`src/egmp_pkg.sv`:
```
// constants shared by the external media-independent port logic
package egmp_pkg;
    // reference clock rate and derived transmit clock divider
    localparam int CLK_MHZ = 10;
    localparam int GTX_HALF_NS = 4; // half period of the 125 MHz transmit clock
    localparam int GTX_HALF_RAW = GTX_HALF_NS * CLK_MHZ / 1000;
    localparam int GTX_HALF_CYC = (GTX_HALF_RAW < 1) ? 1 : GTX_HALF_RAW;
    localparam logic [3:0] GTX_LAST = 4'(GTX_HALF_CYC - 1);
    localparam logic [3:0] GTX_CNT_RST = 4'h0;
    // strap sampling after reset release, covers the synchroniser latency
    localparam logic [2:0] STRAP_SETTLE_LAST = 3'h5;
    localparam logic [2:0] STRAP_CNT_RST = 3'h0;
    // transmit octet sent during carrier extension
    localparam logic [7:0] CARRIER_EXT_CODE = 8'h0F;
    localparam logic [7:0] OCTET_RST = 8'h00;
    localparam logic [3:0] NIBBLE_RST = 4'h0;
    // bit positions inside the synchronised pin bundle
    localparam int SYNC_W = 17;
    localparam int SB_RXCLK = 0;
    localparam int SB_TXCLK = 1;
    localparam int SB_DV = 2;
    localparam int SB_ER = 3;
    localparam int SB_COL = 4;
    localparam int SB_CRS = 5;
    localparam int SB_LINK_INDICATION_IN = 6;
    localparam int SB_STRAP_HI = 7;
    localparam int SB_STRAP_LO = 8;
    localparam int SB_RXD_LSB = 9;
    // nibble phase of the slow-mode datapath
    typedef enum logic [0:0] {
        EGMP_NIB_LO = 1'b0,
        EGMP_NIB_HI = 1'b1
    } egmp_nib_t;
endpackage

```
`src/egmp_sync_if.sv`:
```
// bundle of raw pins and their synchronised copies
`timescale 1ns/10ps
interface egmp_sync_if;
    logic [egmp_pkg::SYNC_W-1:0] raw;
    logic [egmp_pkg::SYNC_W-1:0] clean;
    modport sync (input raw, output clean);
    modport user (output raw, input clean);
endinterface

```
`src/egmp_pin_sync.sv`:
```
// three-stage pin synchroniser with agreement filter
`timescale 1ns/10ps
module egmp_pin_sync (
    // clock and reset
    input logic ref_clk,
    input logic srst,
    // pin bundle
    egmp_sync_if.sync pins
);
    genvar i;
    generate
        for (i = 0; i < egmp_pkg::SYNC_W; i = i + 1) begin : g_bit
            logic s1_reg;
            logic s2_reg;
            logic s3_reg;
            logic clean_reg;
            // stage one feeds only stage two; change taken once two and three agree
            always_ff @(posedge ref_clk) begin
                if (srst) begin
                    s1_reg <= 1'b0;
                    s2_reg <= 1'b0;
                    s3_reg <= 1'b0;
                    clean_reg <= 1'b0;
                end else begin
                    s1_reg <= pins.raw[i];
                    s2_reg <= s1_reg;
                    s3_reg <= s2_reg;
                    if (s2_reg == s3_reg) begin
                        clean_reg <= s3_reg;
                    end
                end
            end
            assign pins.clean[i] = clean_reg;
        end
    endgenerate
endmodule

```
`src/egmp_port.sv`:
```
// external gigabit / 10-100 media-independent port, MAC side
`timescale 1ns/10ps
// Notes on behaviour
// RULE1 - internal MAC/PHY interface can be routed out to an external GMII/MII device
// RULE2 - strap high-then-low pattern, sampled after reset, enables external operation
// RULE3 - gigabit transmit octets go out on the eight-bit data bus
// RULE4 - transmit enable high exactly while valid transmit data is on the bus
// RULE5 - gigabit transmit error flag propagates errors; with enable low, marks extension
// RULE6 - slow mode sends nibbles on low four bits; error output stays unused
// RULE7 - gigabit receive octets are taken from the eight-bit receive bus
// RULE8 - far end raises data-valid for frame data; data taken only while valid high
// RULE9 - receive error from far end marks the current frame as errored
// RULE10 - slow mode takes nibbles from low four receive bits, still valid-qualified
// RULE11 - collision input gives half-duplex collision indication in both modes
// RULE12 - carrier-sense input gives half-duplex carrier indication in both modes
// RULE13 - link-up state follows the far end's link indication input
// RULE14 - management interface unavailable while in external gigabit mode
// RULE15 - far end supplies the slow-mode receive clock
// RULE16 - far end supplies the slow-mode transmit clock, unused in gigabit mode
// RULE17 - gigabit mode sources the transmit clock and launches transmit signals on it
// RULE18 - far end supplies the gigabit receive clock
module egmp_port (
    // clock and reset
    input logic ref_clk,
    input logic srst,
    // mode straps and speed choice
    input logic ext_port_strap_high,
    input logic ext_port_strap_low,
    input logic gigModeSel,
    // transmit stream from the MAC
    input logic [7:0] txByte,
    input logic txValid,
    input logic txError,
    input logic txExtend,
    output logic txReady,
    // receive stream to the MAC
    output logic [7:0] rxByte,
    output logic rxByteValid,
    output logic rxFrameEnd,
    output logic rxFrameErr,
    // status to the MAC
    output logic extModeOn,
    output logic mgmtAvail,
    output logic collision,
    output logic carrierSense,
    output logic linkUp,
    // transmit pins
    output logic [7:0] txDataPin,
    output logic txEnPin,
    output logic txErPin,
    output logic gtxClkPin,
    // receive and status pins
    input logic rxClkPin,
    input logic slow_link_transmit_clock,
    input logic [7:0] rxDataPin,
    input logic rxDvPin,
    input logic rxErPin,
    input logic colPin,
    input logic crsPin,
    input logic link_indication_in
);
    egmp_sync_if syncIf();

    // all far-end pins cross into ref_clk together so data stays aligned with its clock
    assign syncIf.raw = {rxDataPin, ext_port_strap_low, ext_port_strap_high,
                         link_indication_in, crsPin, colPin, rxErPin, rxDvPin,
                         slow_link_transmit_clock, rxClkPin};

    egmp_pin_sync u_sync (
        .ref_clk(ref_clk),
        .srst(srst),
        .pins(syncIf.sync)
    );

    // named views of the synchronised bundle
    wire rxClkC = syncIf.clean[egmp_pkg::SB_RXCLK];
    wire txClkC = syncIf.clean[egmp_pkg::SB_TXCLK];
    wire rxDvC = syncIf.clean[egmp_pkg::SB_DV];
    wire rxErC = syncIf.clean[egmp_pkg::SB_ER];
    wire colC = syncIf.clean[egmp_pkg::SB_COL];
    wire crsC = syncIf.clean[egmp_pkg::SB_CRS];
    wire lindC = syncIf.clean[egmp_pkg::SB_LINK_INDICATION_IN];
    wire strapHiC = syncIf.clean[egmp_pkg::SB_STRAP_HI];
    wire strapLoC = syncIf.clean[egmp_pkg::SB_STRAP_LO];
    wire [7:0] rxDataC = syncIf.clean[egmp_pkg::SB_RXD_LSB +: 8];

    logic rxClkPrev_reg;
    logic txClkPrev_reg;
    logic [2:0] strapCnt_reg;
    logic strapDone_reg;
    logic extMode_reg;
    logic gig_reg;
    logic [3:0] gtxCnt_reg;
    logic gtxClk_reg;
    logic [7:0] txData_reg;
    logic txEn_reg;
    logic txEr_reg;
    egmp_pkg::egmp_nib_t txPhase_reg;
    logic [7:0] rxByte_reg;
    logic rxByteValid_reg;
    logic [3:0] rxLowNib_reg;
    egmp_pkg::egmp_nib_t rxHalf_reg;
    logic rxInFrame_reg;
    logic rxErrFlag_reg;
    logic rxEnd_reg;
    logic rxEndErr_reg;
    logic col_reg;
    logic crs_reg;
    logic link_reg;
    logic mgmt_reg;

    // edge finding and launch selection
    wire active = extMode_reg;
    wire rxEdge = rxClkC && !rxClkPrev_reg;
    wire txSlowEdge = txClkC && !txClkPrev_reg; // RULE16
    wire gtxTick = (gtxCnt_reg == egmp_pkg::GTX_LAST);
    wire gtxFall = gtxTick && gtxClk_reg;
    wire launch = active && (gig_reg ? gtxFall : txSlowEdge); // RULE17
    wire strapPattern = strapHiC && !strapLoC;

    // byte taken in gigabit on every launch, in slow mode on the high nibble
    assign txReady = launch && (gig_reg || (txPhase_reg == egmp_pkg::EGMP_NIB_HI));

    // strap capture once the synchroniser has settled; held until next reset
    always_ff @(posedge ref_clk) begin
        if (srst) begin
            strapCnt_reg <= egmp_pkg::STRAP_CNT_RST;
            strapDone_reg <= 1'b0;
            extMode_reg <= 1'b0;
        end else if (!strapDone_reg) begin
            strapCnt_reg <= strapCnt_reg + 3'h1;
            if (strapCnt_reg == egmp_pkg::STRAP_SETTLE_LAST) begin
                extMode_reg <= strapPattern; // RULE1 RULE2
                strapDone_reg <= 1'b1;
            end
        end
    end

    // transmit clock divider, stopped low outside gigabit external mode
    always_ff @(posedge ref_clk) begin
        if (srst || !active || !gig_reg) begin
            gtxCnt_reg <= egmp_pkg::GTX_CNT_RST;
            gtxClk_reg <= 1'b0;
        end else if (gtxTick) begin
            gtxCnt_reg <= egmp_pkg::GTX_CNT_RST;
            gtxClk_reg <= !gtxClk_reg; // RULE17
        end else begin
            gtxCnt_reg <= gtxCnt_reg + 4'h1;
        end
    end

    // transmit pins change on the falling gigabit transmit edge, or in slow mode on the seen rising edge of the far end's transmit clock
    always_ff @(posedge ref_clk) begin
        if (srst || !active) begin
            txData_reg <= egmp_pkg::OCTET_RST;
            txEn_reg <= 1'b0;
            txEr_reg <= 1'b0;
            txPhase_reg <= egmp_pkg::EGMP_NIB_LO;
        end else if (launch && gig_reg) begin
            txPhase_reg <= egmp_pkg::EGMP_NIB_LO;
            if (txValid) begin
                txData_reg <= txByte; // RULE3
                txEn_reg <= 1'b1; // RULE4
                txEr_reg <= txError; // RULE5
            end else if (txExtend) begin
                txData_reg <= egmp_pkg::CARRIER_EXT_CODE;
                txEn_reg <= 1'b0;
                txEr_reg <= 1'b1; // RULE5
            end else begin
                txData_reg <= egmp_pkg::OCTET_RST;
                txEn_reg <= 1'b0;
                txEr_reg <= 1'b0;
            end
        end else if (launch) begin
            txEr_reg <= 1'b0; // RULE6
            case (txPhase_reg)
                egmp_pkg::EGMP_NIB_HI: begin
                    txData_reg <= {egmp_pkg::NIBBLE_RST, txByte[7:4]}; // RULE6
                    txEn_reg <= 1'b1; // RULE4
                    txPhase_reg <= egmp_pkg::EGMP_NIB_LO;
                end
                default: begin
                    txData_reg <= {egmp_pkg::NIBBLE_RST, txValid ? txByte[3:0] : 4'h0};
                    txEn_reg <= txValid; // RULE4
                    txPhase_reg <= txValid ? egmp_pkg::EGMP_NIB_HI : egmp_pkg::EGMP_NIB_LO;
                end
            endcase
        end
    end

    // receive sampling on the far end's clock, seen as a rising edge in ref_clk
    always_ff @(posedge ref_clk) begin
        if (srst || !active) begin
            rxByte_reg <= egmp_pkg::OCTET_RST;
            rxByteValid_reg <= 1'b0;
            rxLowNib_reg <= egmp_pkg::NIBBLE_RST;
            rxHalf_reg <= egmp_pkg::EGMP_NIB_LO;
            rxInFrame_reg <= 1'b0;
            rxErrFlag_reg <= 1'b0;
            rxEnd_reg <= 1'b0;
            rxEndErr_reg <= 1'b0;
        end else begin
            rxByteValid_reg <= 1'b0;
            rxEnd_reg <= 1'b0;
            if (rxEdge && rxDvC) begin // RULE8 RULE15 RULE18
                rxInFrame_reg <= 1'b1;
                if (rxErC) begin
                    rxErrFlag_reg <= 1'b1; // RULE9
                end
                if (gig_reg) begin
                    rxByte_reg <= rxDataC; // RULE7
                    rxByteValid_reg <= 1'b1;
                end else if (rxHalf_reg == egmp_pkg::EGMP_NIB_HI) begin
                    rxByte_reg <= {rxDataC[3:0], rxLowNib_reg}; // RULE10
                    rxByteValid_reg <= 1'b1;
                    rxHalf_reg <= egmp_pkg::EGMP_NIB_LO;
                end else begin
                    rxLowNib_reg <= rxDataC[3:0]; // RULE10
                    rxHalf_reg <= egmp_pkg::EGMP_NIB_HI;
                end
            end else if (rxEdge && rxInFrame_reg) begin
                // an odd trailing nibble is dropped here
                rxInFrame_reg <= 1'b0;
                rxEnd_reg <= 1'b1;
                rxEndErr_reg <= rxErrFlag_reg; // RULE9
                rxErrFlag_reg <= 1'b0;
                rxHalf_reg <= egmp_pkg::EGMP_NIB_LO;
            end
        end
    end

    // edge history, speed choice and half-duplex / link status
    always_ff @(posedge ref_clk) begin
        if (srst) begin
            rxClkPrev_reg <= 1'b0;
            txClkPrev_reg <= 1'b0;
            gig_reg <= 1'b0;
            col_reg <= 1'b0;
            crs_reg <= 1'b0;
            link_reg <= 1'b0;
            mgmt_reg <= 1'b1;
        end else begin
            rxClkPrev_reg <= rxClkC;
            txClkPrev_reg <= txClkC;
            gig_reg <= gigModeSel;
            col_reg <= active && colC; // RULE11
            crs_reg <= active && crsC; // RULE12
            link_reg <= active && lindC; // RULE13
            mgmt_reg <= !(active && gig_reg); // RULE14
        end
    end

    // pin and user outputs other than txReady, all from flip-flops
    assign txDataPin = txData_reg;
    assign txEnPin = txEn_reg;
    assign txErPin = txEr_reg;
    assign gtxClkPin = gtxClk_reg;
    assign rxByte = rxByte_reg;
    assign rxByteValid = rxByteValid_reg;
    assign rxFrameEnd = rxEnd_reg;
    assign rxFrameErr = rxEndErr_reg;
    assign extModeOn = extMode_reg;
    assign mgmtAvail = mgmt_reg;
    assign collision = col_reg;
    assign carrierSense = crs_reg;
    assign linkUp = link_reg;
endmodule

```
`config.mk`:
```
export PLATFORM = sky130hd
export DESIGN_NAME = egmp_port
export DESIGN_NICKNAME = d
export VERILOG_FILES = /design/src/egmp_pkg.sv /design/src/egmp_sync_if.sv /design/src/egmp_pin_sync.sv /design/src/egmp_port.sv
export SDC_FILE = /design/constraint.sdc
export NUM_CORES = 1
export LEC_CHECK = 0
export BUFFER_PORTS_ARGS = -buffer_cell sky130_fd_sc_hd__buf_2
export CAP_MARGIN = 40
export CELL_PAD_IN_SITES_DETAIL_PLACEMENT = 1
export CELL_PAD_IN_SITES_GLOBAL_PLACEMENT = 2
export CORE_MARGIN = 2
export CORE_UTILIZATION = 33
export CTS_BUF_LIST = sky130_fd_sc_hd__clkbuf_8
export CTS_CLUSTER_DIAMETER = 200
export DETAILED_ROUTE_END_ITERATION = 10
export GPL_TIMING_DRIVEN = 1
export PLACE_DENSITY_LB_ADDON = 0.1
export SLEW_MARGIN = 20
export SYNTH_ARGS = -nofsm -noshare
export SYNTH_HDL_FRONTEND = slang
export SYNTH_SLANG_ARGS = --single-unit
```
`constraint.sdc`:
```
create_clock -name ref_clk -period 1.5 [get_ports ref_clk]
set_input_delay 0.3 -clock ref_clk [delete_from_list [all_inputs] [get_ports ref_clk]]
set_output_delay 0.3 -clock ref_clk [all_outputs]
set_load 0.03 [all_outputs]
```
==> metrics, run 1 <==
number of global-route vias before repair around 2900; Die W between 100 and 150 µm; Highest Clock Rate roughly 540 MHz; syn_nets around 420; via count between 2000 and 3000; TritonRoute pass-1 iters 7; flops & latches, synth 114; CP Capture Type output port; met3 WL 364 µm; Post-synth ARST share 0%; Initial Util ~34%; H-tree depth 4; global-route wire length before repair 13900 µm; M1 WL 3890 µm; cell chosen for the clock root clkbuf_8; uppermost routed layer met4; Layout Nets between 400 and 500; layout cells sized above 1 about a quarter; mapped cell area roughly 4000 µm²; worst slew pin tran ~370 ps; Internal approximately 4.8 mW; cell count after synthesis approximately 390; library cells used by synthesis 37; clk_lat worst skew roughly 430 ps; filler instances 1339; # diodes 0; TritonCTS buffer count 17; I/O pin count 59; Die ar. between 10000 and 15000 µm²; worst hold path class in2reg; Placer Congestion 0.709; Synth area leader dfxtp_1; initial antenna violation count 0; Hold WS about 76 ps; VDD IR max 0.000603 V; WL per Instance about 13 µm; crit start category register; Setup-failing EPs final 1; Net Sw Power 1.34 mW; CTS sink count roughly 110; worst-path maximum fanout 2; Max-Cap Viols 0; global route total overflow 0; largest cells by area after synthesis dfxtp_1 58%, nor2b_1 9.3%, a21oi_1 4.9%; Critical Path RT around 1200 ps; I/O Buffers 58; 1st-iter DRT viols 120; count leader, synth dfxtp_1; failing checks design-rule violations, negative setup slack; P per Cell Area between 1000 and 1500 nW/µm²; Flop pwr share 51.2%; Sw Ratio 21.9%; Max Slew Vio Count 0; post-route cell area around 4900 µm²; Die Height approximately 110 µm; status finished, violations left; pin count of the biggest net entering global routing 38; Synth-to-Final Area Change 24.8%; final worst slack -348 ps; WL final 8200 µm; post-synthesis sequential area ratio between 50% and 60%; register clock-pin slew on the reported worst setup and hold paths 60 ps; Post-synth EDFFs 0; final hold vios 0; clk_skew between 7 and 8 ps; Pleak 1.93 nW; RSZ-0062 raised after global routing true; Gate power share between 3 and 4%; Clock Path Buffers 2; Post-synth top cells 114 x dfxtp_1, 58 x nor2b_1, 38 x a21oi_1; ratio of final minimum period to clock period 123%; postcts setup bufs 0; Synth Area per Inst approximately 10 µm²; Ys Warns 0; Rows 39; core area between 10000 and 15000 µm²; TritonCTS clock tree done; CP Data Arrival Time approximately 1600 ps; DRC 5; Post-Place Cell Area ~4500 µm²; Rel. slew slack between 70% and 80%; DR WL met2 between 3000 and 4000 µm; fin crit period 1850 ps; clock power share between 40% and 50%; vias per cell 4.70; Antenna Nets Post-Route 0; DPL Wire Length 5560 µm; Register-to-Register Setup Slack roughly 70 ps; WS Path Type reg2out; share of the synthesized area in the top cell type between 50% and 60%; GRT Total Usage 14.1%; ys flop type dfxtp_1
cell type report:
type / instances / area, µm² / share of cell area [%]
clock inverters: 12 / 115 / 2.36
well taps: 143 / 179 / 3.66
inverters: 5 / 18.8 / 0.384
repair buffers: 77 / 467 / 9.55
clock buffers: 20 / 275 / 5.64
multi-input cells: 247 / 1540 / 31.5
flip-flops and latches: 114 / 2290 / 46.9
routing by layer:
metal	GRT usage, %	vias to the layer above
li1	-	1474
met1	17.9	1374
met2	20.9	48
met3	5.41	11
met4	7.07	0
met5	0	-
kinds of logic (layout without fill, tap and decap cells):
family                     after synthesis  after routing  synth area share, %
and+or+nand+nor                        136            136                 19.8
DFF                                    114            114                 58.3
AOI/OAI and AO/OA                       90             90                 13.2
buffers and inverters                   27            114                 3.23
muxes                                   13             13                 3.36
adders and majority gates                4              4                 1.28
xor gates and xnor gates                 4              4                0.895
through the flow:
stage	util, %	power [mW]	setup TNS [ps]	setup WS, ps	instances
final	42.4	6.11	-348	-348	618
after global routing	42.4	6.40	-458	-458	618
after CTS	42.4	6.21	-390	-390	618
after detailed placement	38.7	3.39	-51.2	-51.2	586
after global placement	38.7	3.39	-26.7	-26.7	586
after floorplan	-	3.31	0	9.81	388
what timing repair did:
item / in CTS / in global routing
pin swaps: 2 / 2
gates resized for setup: 10 / 3
setup endpoints to repair: 1 / 4
hold buffers: 0 / 0
worst paths after layout:
check                               start                      end  cells after the start
setup / recovery            gtxCnt_reg[1]                  txReady                      6
hold / removal                     colPin   u_sync.g_bit[4].s1_reg                      2
setup reg to reg          strapCnt_reg[1]                extModeOn                      5
hold reg to reg   u_sync.g_bit[11].s1_reg  u_sync.g_bit[11].s2_reg                      1
layout by cell type (no fill, tap or decap), drive strengths merged, types with 5 or more instances in the layout:
cell type    n
nand3        6
clkbuf      21
dfxtp      114
a311oi       5
inv          7
mux2i       12
nor2        13
buf         76
nor2b       58
a21oi       38
nand2       29
clkinv       5
and3b        6
a211oi      13
o21ai       27
worst max-delay path: stages (launching register included):
cell and delay (ps):
dfxtp_2 320, inv_2 60, ha_4 130, nor3b_4 180, a21o_1 170, o21a_4 130, buf_6 120
power groups by stage:
stage	Clock [mW]	Combinational, mW	Sequential, mW
4_1_cts	2.89	0.202	3.13
5_1_grt	3.04	0.225	3.13
6_report	2.78	0.196	3.13
3_5_place_dp	0	0.201	3.19
2_1_floorplan	0	0.122	3.18
3_3_place_gp	0	0.196	3.19
Note: power is estimated with default switching activity, not from simulation.
==> run 2: changes to the inputs <==
--- a/config.mk
+++ b/config.mk
@@ -15,7 +15,7 @@
 export CTS_CLUSTER_DIAMETER = 200
 export DETAILED_ROUTE_END_ITERATION = 10
 export GPL_TIMING_DRIVEN = 1
-export PLACE_DENSITY_LB_ADDON = 0.1
+export PLACE_DENSITY_LB_ADDON = 0.3
 export SLEW_MARGIN = 20
 export SYNTH_ARGS = -nofsm -noshare
 export SYNTH_HDL_FRONTEND = slang
==> run 2 against run 1 <==
Against the previous run:
- the run still ends with design-rule violations, negative setup slack left
- register-to-register slack better by 20 ps
- count of clock-buffer cells in the layout down 2
- cell area up 1.3%
- first-iteration DRC count down 22%
- fmax down 0.39%
- via count up 0.28%
- clock skew up 1.6 ps
- global-route usage down 0.20 points
- critical path depth unchanged
- die area unchanged
- routed wire length down 0.24%
- largest power group is now clock
==> metrics, run 2 (synthesis gave the netlist of run 1 again) <==
setup TNS -356 ps (-7.22 ps); crit path to txReady; Die W 113 µm (unchanged); status finished, violations left; initial antenna violation count 0 (unchanged); ratio of final minimum period to clock period 124% (+0.48 points); TritonCTS buffer count 17 (unchanged); Power, Total 6.58 mW (+7.7%); TritonRoute pass-1 iters 7 (unchanged); Hold WS 71.0 ps (-4.76 ps); Antenna Nets Post-Route 0 (unchanged); crit start category register; Layout Nets 496 (-0.20%); cell chosen for the clock root clkbuf_8; Pleak 1.95 nW (+1.0%); final hold vios 0 (unchanged); # diodes 0 (unchanged); multi-input logic area 1540 µm² (about the same); I/O Buffers 58 (unchanged); RSZ-0062 raised after global routing true; I/O pin count 59 (unchanged); CP Capture Type output port; Register-to-Register Setup Slack 90 ps (+20 ps); Die Height 113 µm (unchanged); Post-Place Cell Area 4440 µm² (-0.34%); Initial Util 34.0% (unchanged); largest stage delay on the critical path 330 ps (about the same); Setup-failing EPs final 1 (unchanged); DPL Wire Length 5510 µm (-0.97%); most frequent cells in the layout 109 x dfxtp_1, 58 x nor2b_1, 57 x buf_2; CP Data Arrival Time 1560 ps (about the same); worst-path maximum fanout 2 (unchanged); Highest Clock Rate 539 MHz (-0.39%); worst slew pin tran 412 ps (+46.3 ps); clk_lat worst skew 430 ps (about the same); global route total overflow 0 (unchanged); H-tree depth 4 (unchanged); reg-to-reg endpoint extModeOn; fin crit period 1860 ps (+7.22 ps); failing checks design-rule violations, negative setup slack; Max-Cap Viols 0 (unchanged); Cell Chain, Critical Path inv_2, ha_4, nor3b_4, a21o_1, o21a_4, buf_6; CP max-delay cell dfxtp_2; TritonCTS clock tree done; post-route cell area 4950 µm² (+1.3%); WP depth 6 (unchanged); Rows 39 (unchanged); WL final 8180 µm (-0.24%); WL per Instance 13.3 µm (about the same); register clock-pin slew on the reported worst setup and hold paths 70 ps (about the same); crit path from gtxCnt_reg[1]; crit-path leading delay family flip-flops; via count 2915 (+0.28%); Critical R2R Launch strapCnt_reg[1]; worst path bufs/invs 2 (unchanged); DRC 7 (+2); CTS sink count 114 (unchanged); P per Cell Area 1330 nW/µm² (+6.4%); GRT Total Usage 13.9% (-0.20 points); Seq. cell area 2290 µm² (unchanged); Rel. slew slack 72.5% (-3.1 points); Max Slew Vio Count 0 (unchanged); Critical Path RT 1200 ps (about the same); VDD IR max 0.000620 V (+2.9%); Post-Layout Cell Count 617 (-0.16%); final worst slack -356 ps (-7.22 ps); Synth-to-Final Area Change 26.4%; number of global-route vias before repair 2945 (+1.9%); reg2reg path depth 5 (unchanged); 1st-iter DRT viols 94 (-22%); WS Path Type reg2out; Clock Path Buffers 2 (unchanged); vias per cell 4.72 (+0.44%); worst hold path class in2reg; most common cell after layout, fill and taps aside dfxtp_1; placed insts 584 (-0.34%); pin count of the biggest net entering global routing 41 (+7.9%); Placer Congestion 0.741 (+4.4%); core area 11500 µm² (unchanged); filler instances 1314 (-1.9%); global-route wire length before repair 13800 µm (-0.94%); layout cells sized above 1 25.7% (+0.054 points); Die ar. 12700 µm² (unchanged); clk_skew 9.04 ps (+1.57 ps)
-- run 2: changes by cell type in the layout (fill, tap and decap cells not counted), sizes merged --
cell,change
bufinv,+3
clkbuf,-3
inv,-1
-- run 2: final cells by class --
cell class              count  area share (%)
inverters                   5           0.379
flip-flops and latches    114            46.3
multi-input cells         247            31.1
clock buffers              18            5.01
well taps                 143            3.62
clock inverters            14            4.30
repair buffers             76            9.23
-- run 2: through the flow --
| stage | utilization, % | setup slack, ps |
|---|---|---|
| after floorplan | - | 9.81 |
| after global placement | 38.6 | -44.7 |
| after detailed placement | 38.6 | -71.2 |
| after CTS | 43.0 | -398 |
| after global routing | 42.9 | -441 |
| final | 42.9 | -356 |
-- run 2: layer usage --
metal	vias to the layer above	track usage, %	wire [µm]
met4	0	7.32	161
li1	1474	-	-
met3	13	5.09	422
met2	55	21.9	3710
met1	1373	16.6	3890
met5	-	0	0
-- run 2: what timing repair did --
action / in CTS / in global routing
setup buffers: 2 / 1
hold endpoints to repair: 0 / 0
gates resized for setup: 10 / 2
endpoints found under the setup margin: 3 / 8
hold buffers: 0 / 0
pin swaps: 2 / 3
-- run 2: worst min-delay path by stage --
stage	startpoint	to	slack, ps	depth (start not counted)
global route	rxClkPin	u_sync.g_bit[0].s1_reg	30	2
finish	rxDataPin[4]	u_sync.g_bit[13].s1_reg	70	2
CTS	rxClkPin	u_sync.g_bit[0].s1_reg	30	2
floorplan	u_sync.g_bit[0].s1_reg	u_sync.g_bit[0].s2_reg	410	1
global placement	u_sync.g_bit[5].s1_reg	u_sync.g_bit[5].s2_reg	420	1
detailed placement	u_sync.g_bit[14].s1_reg	u_sync.g_bit[14].s2_reg	430	1
-- run 2: report_power, final --
part           internal [mW]  switching (mW)  leakage, nW
clock                   2.01            1.25        0.226
combinational         0.0969          0.0972        0.794
sequential              3.09          0.0298        0.931
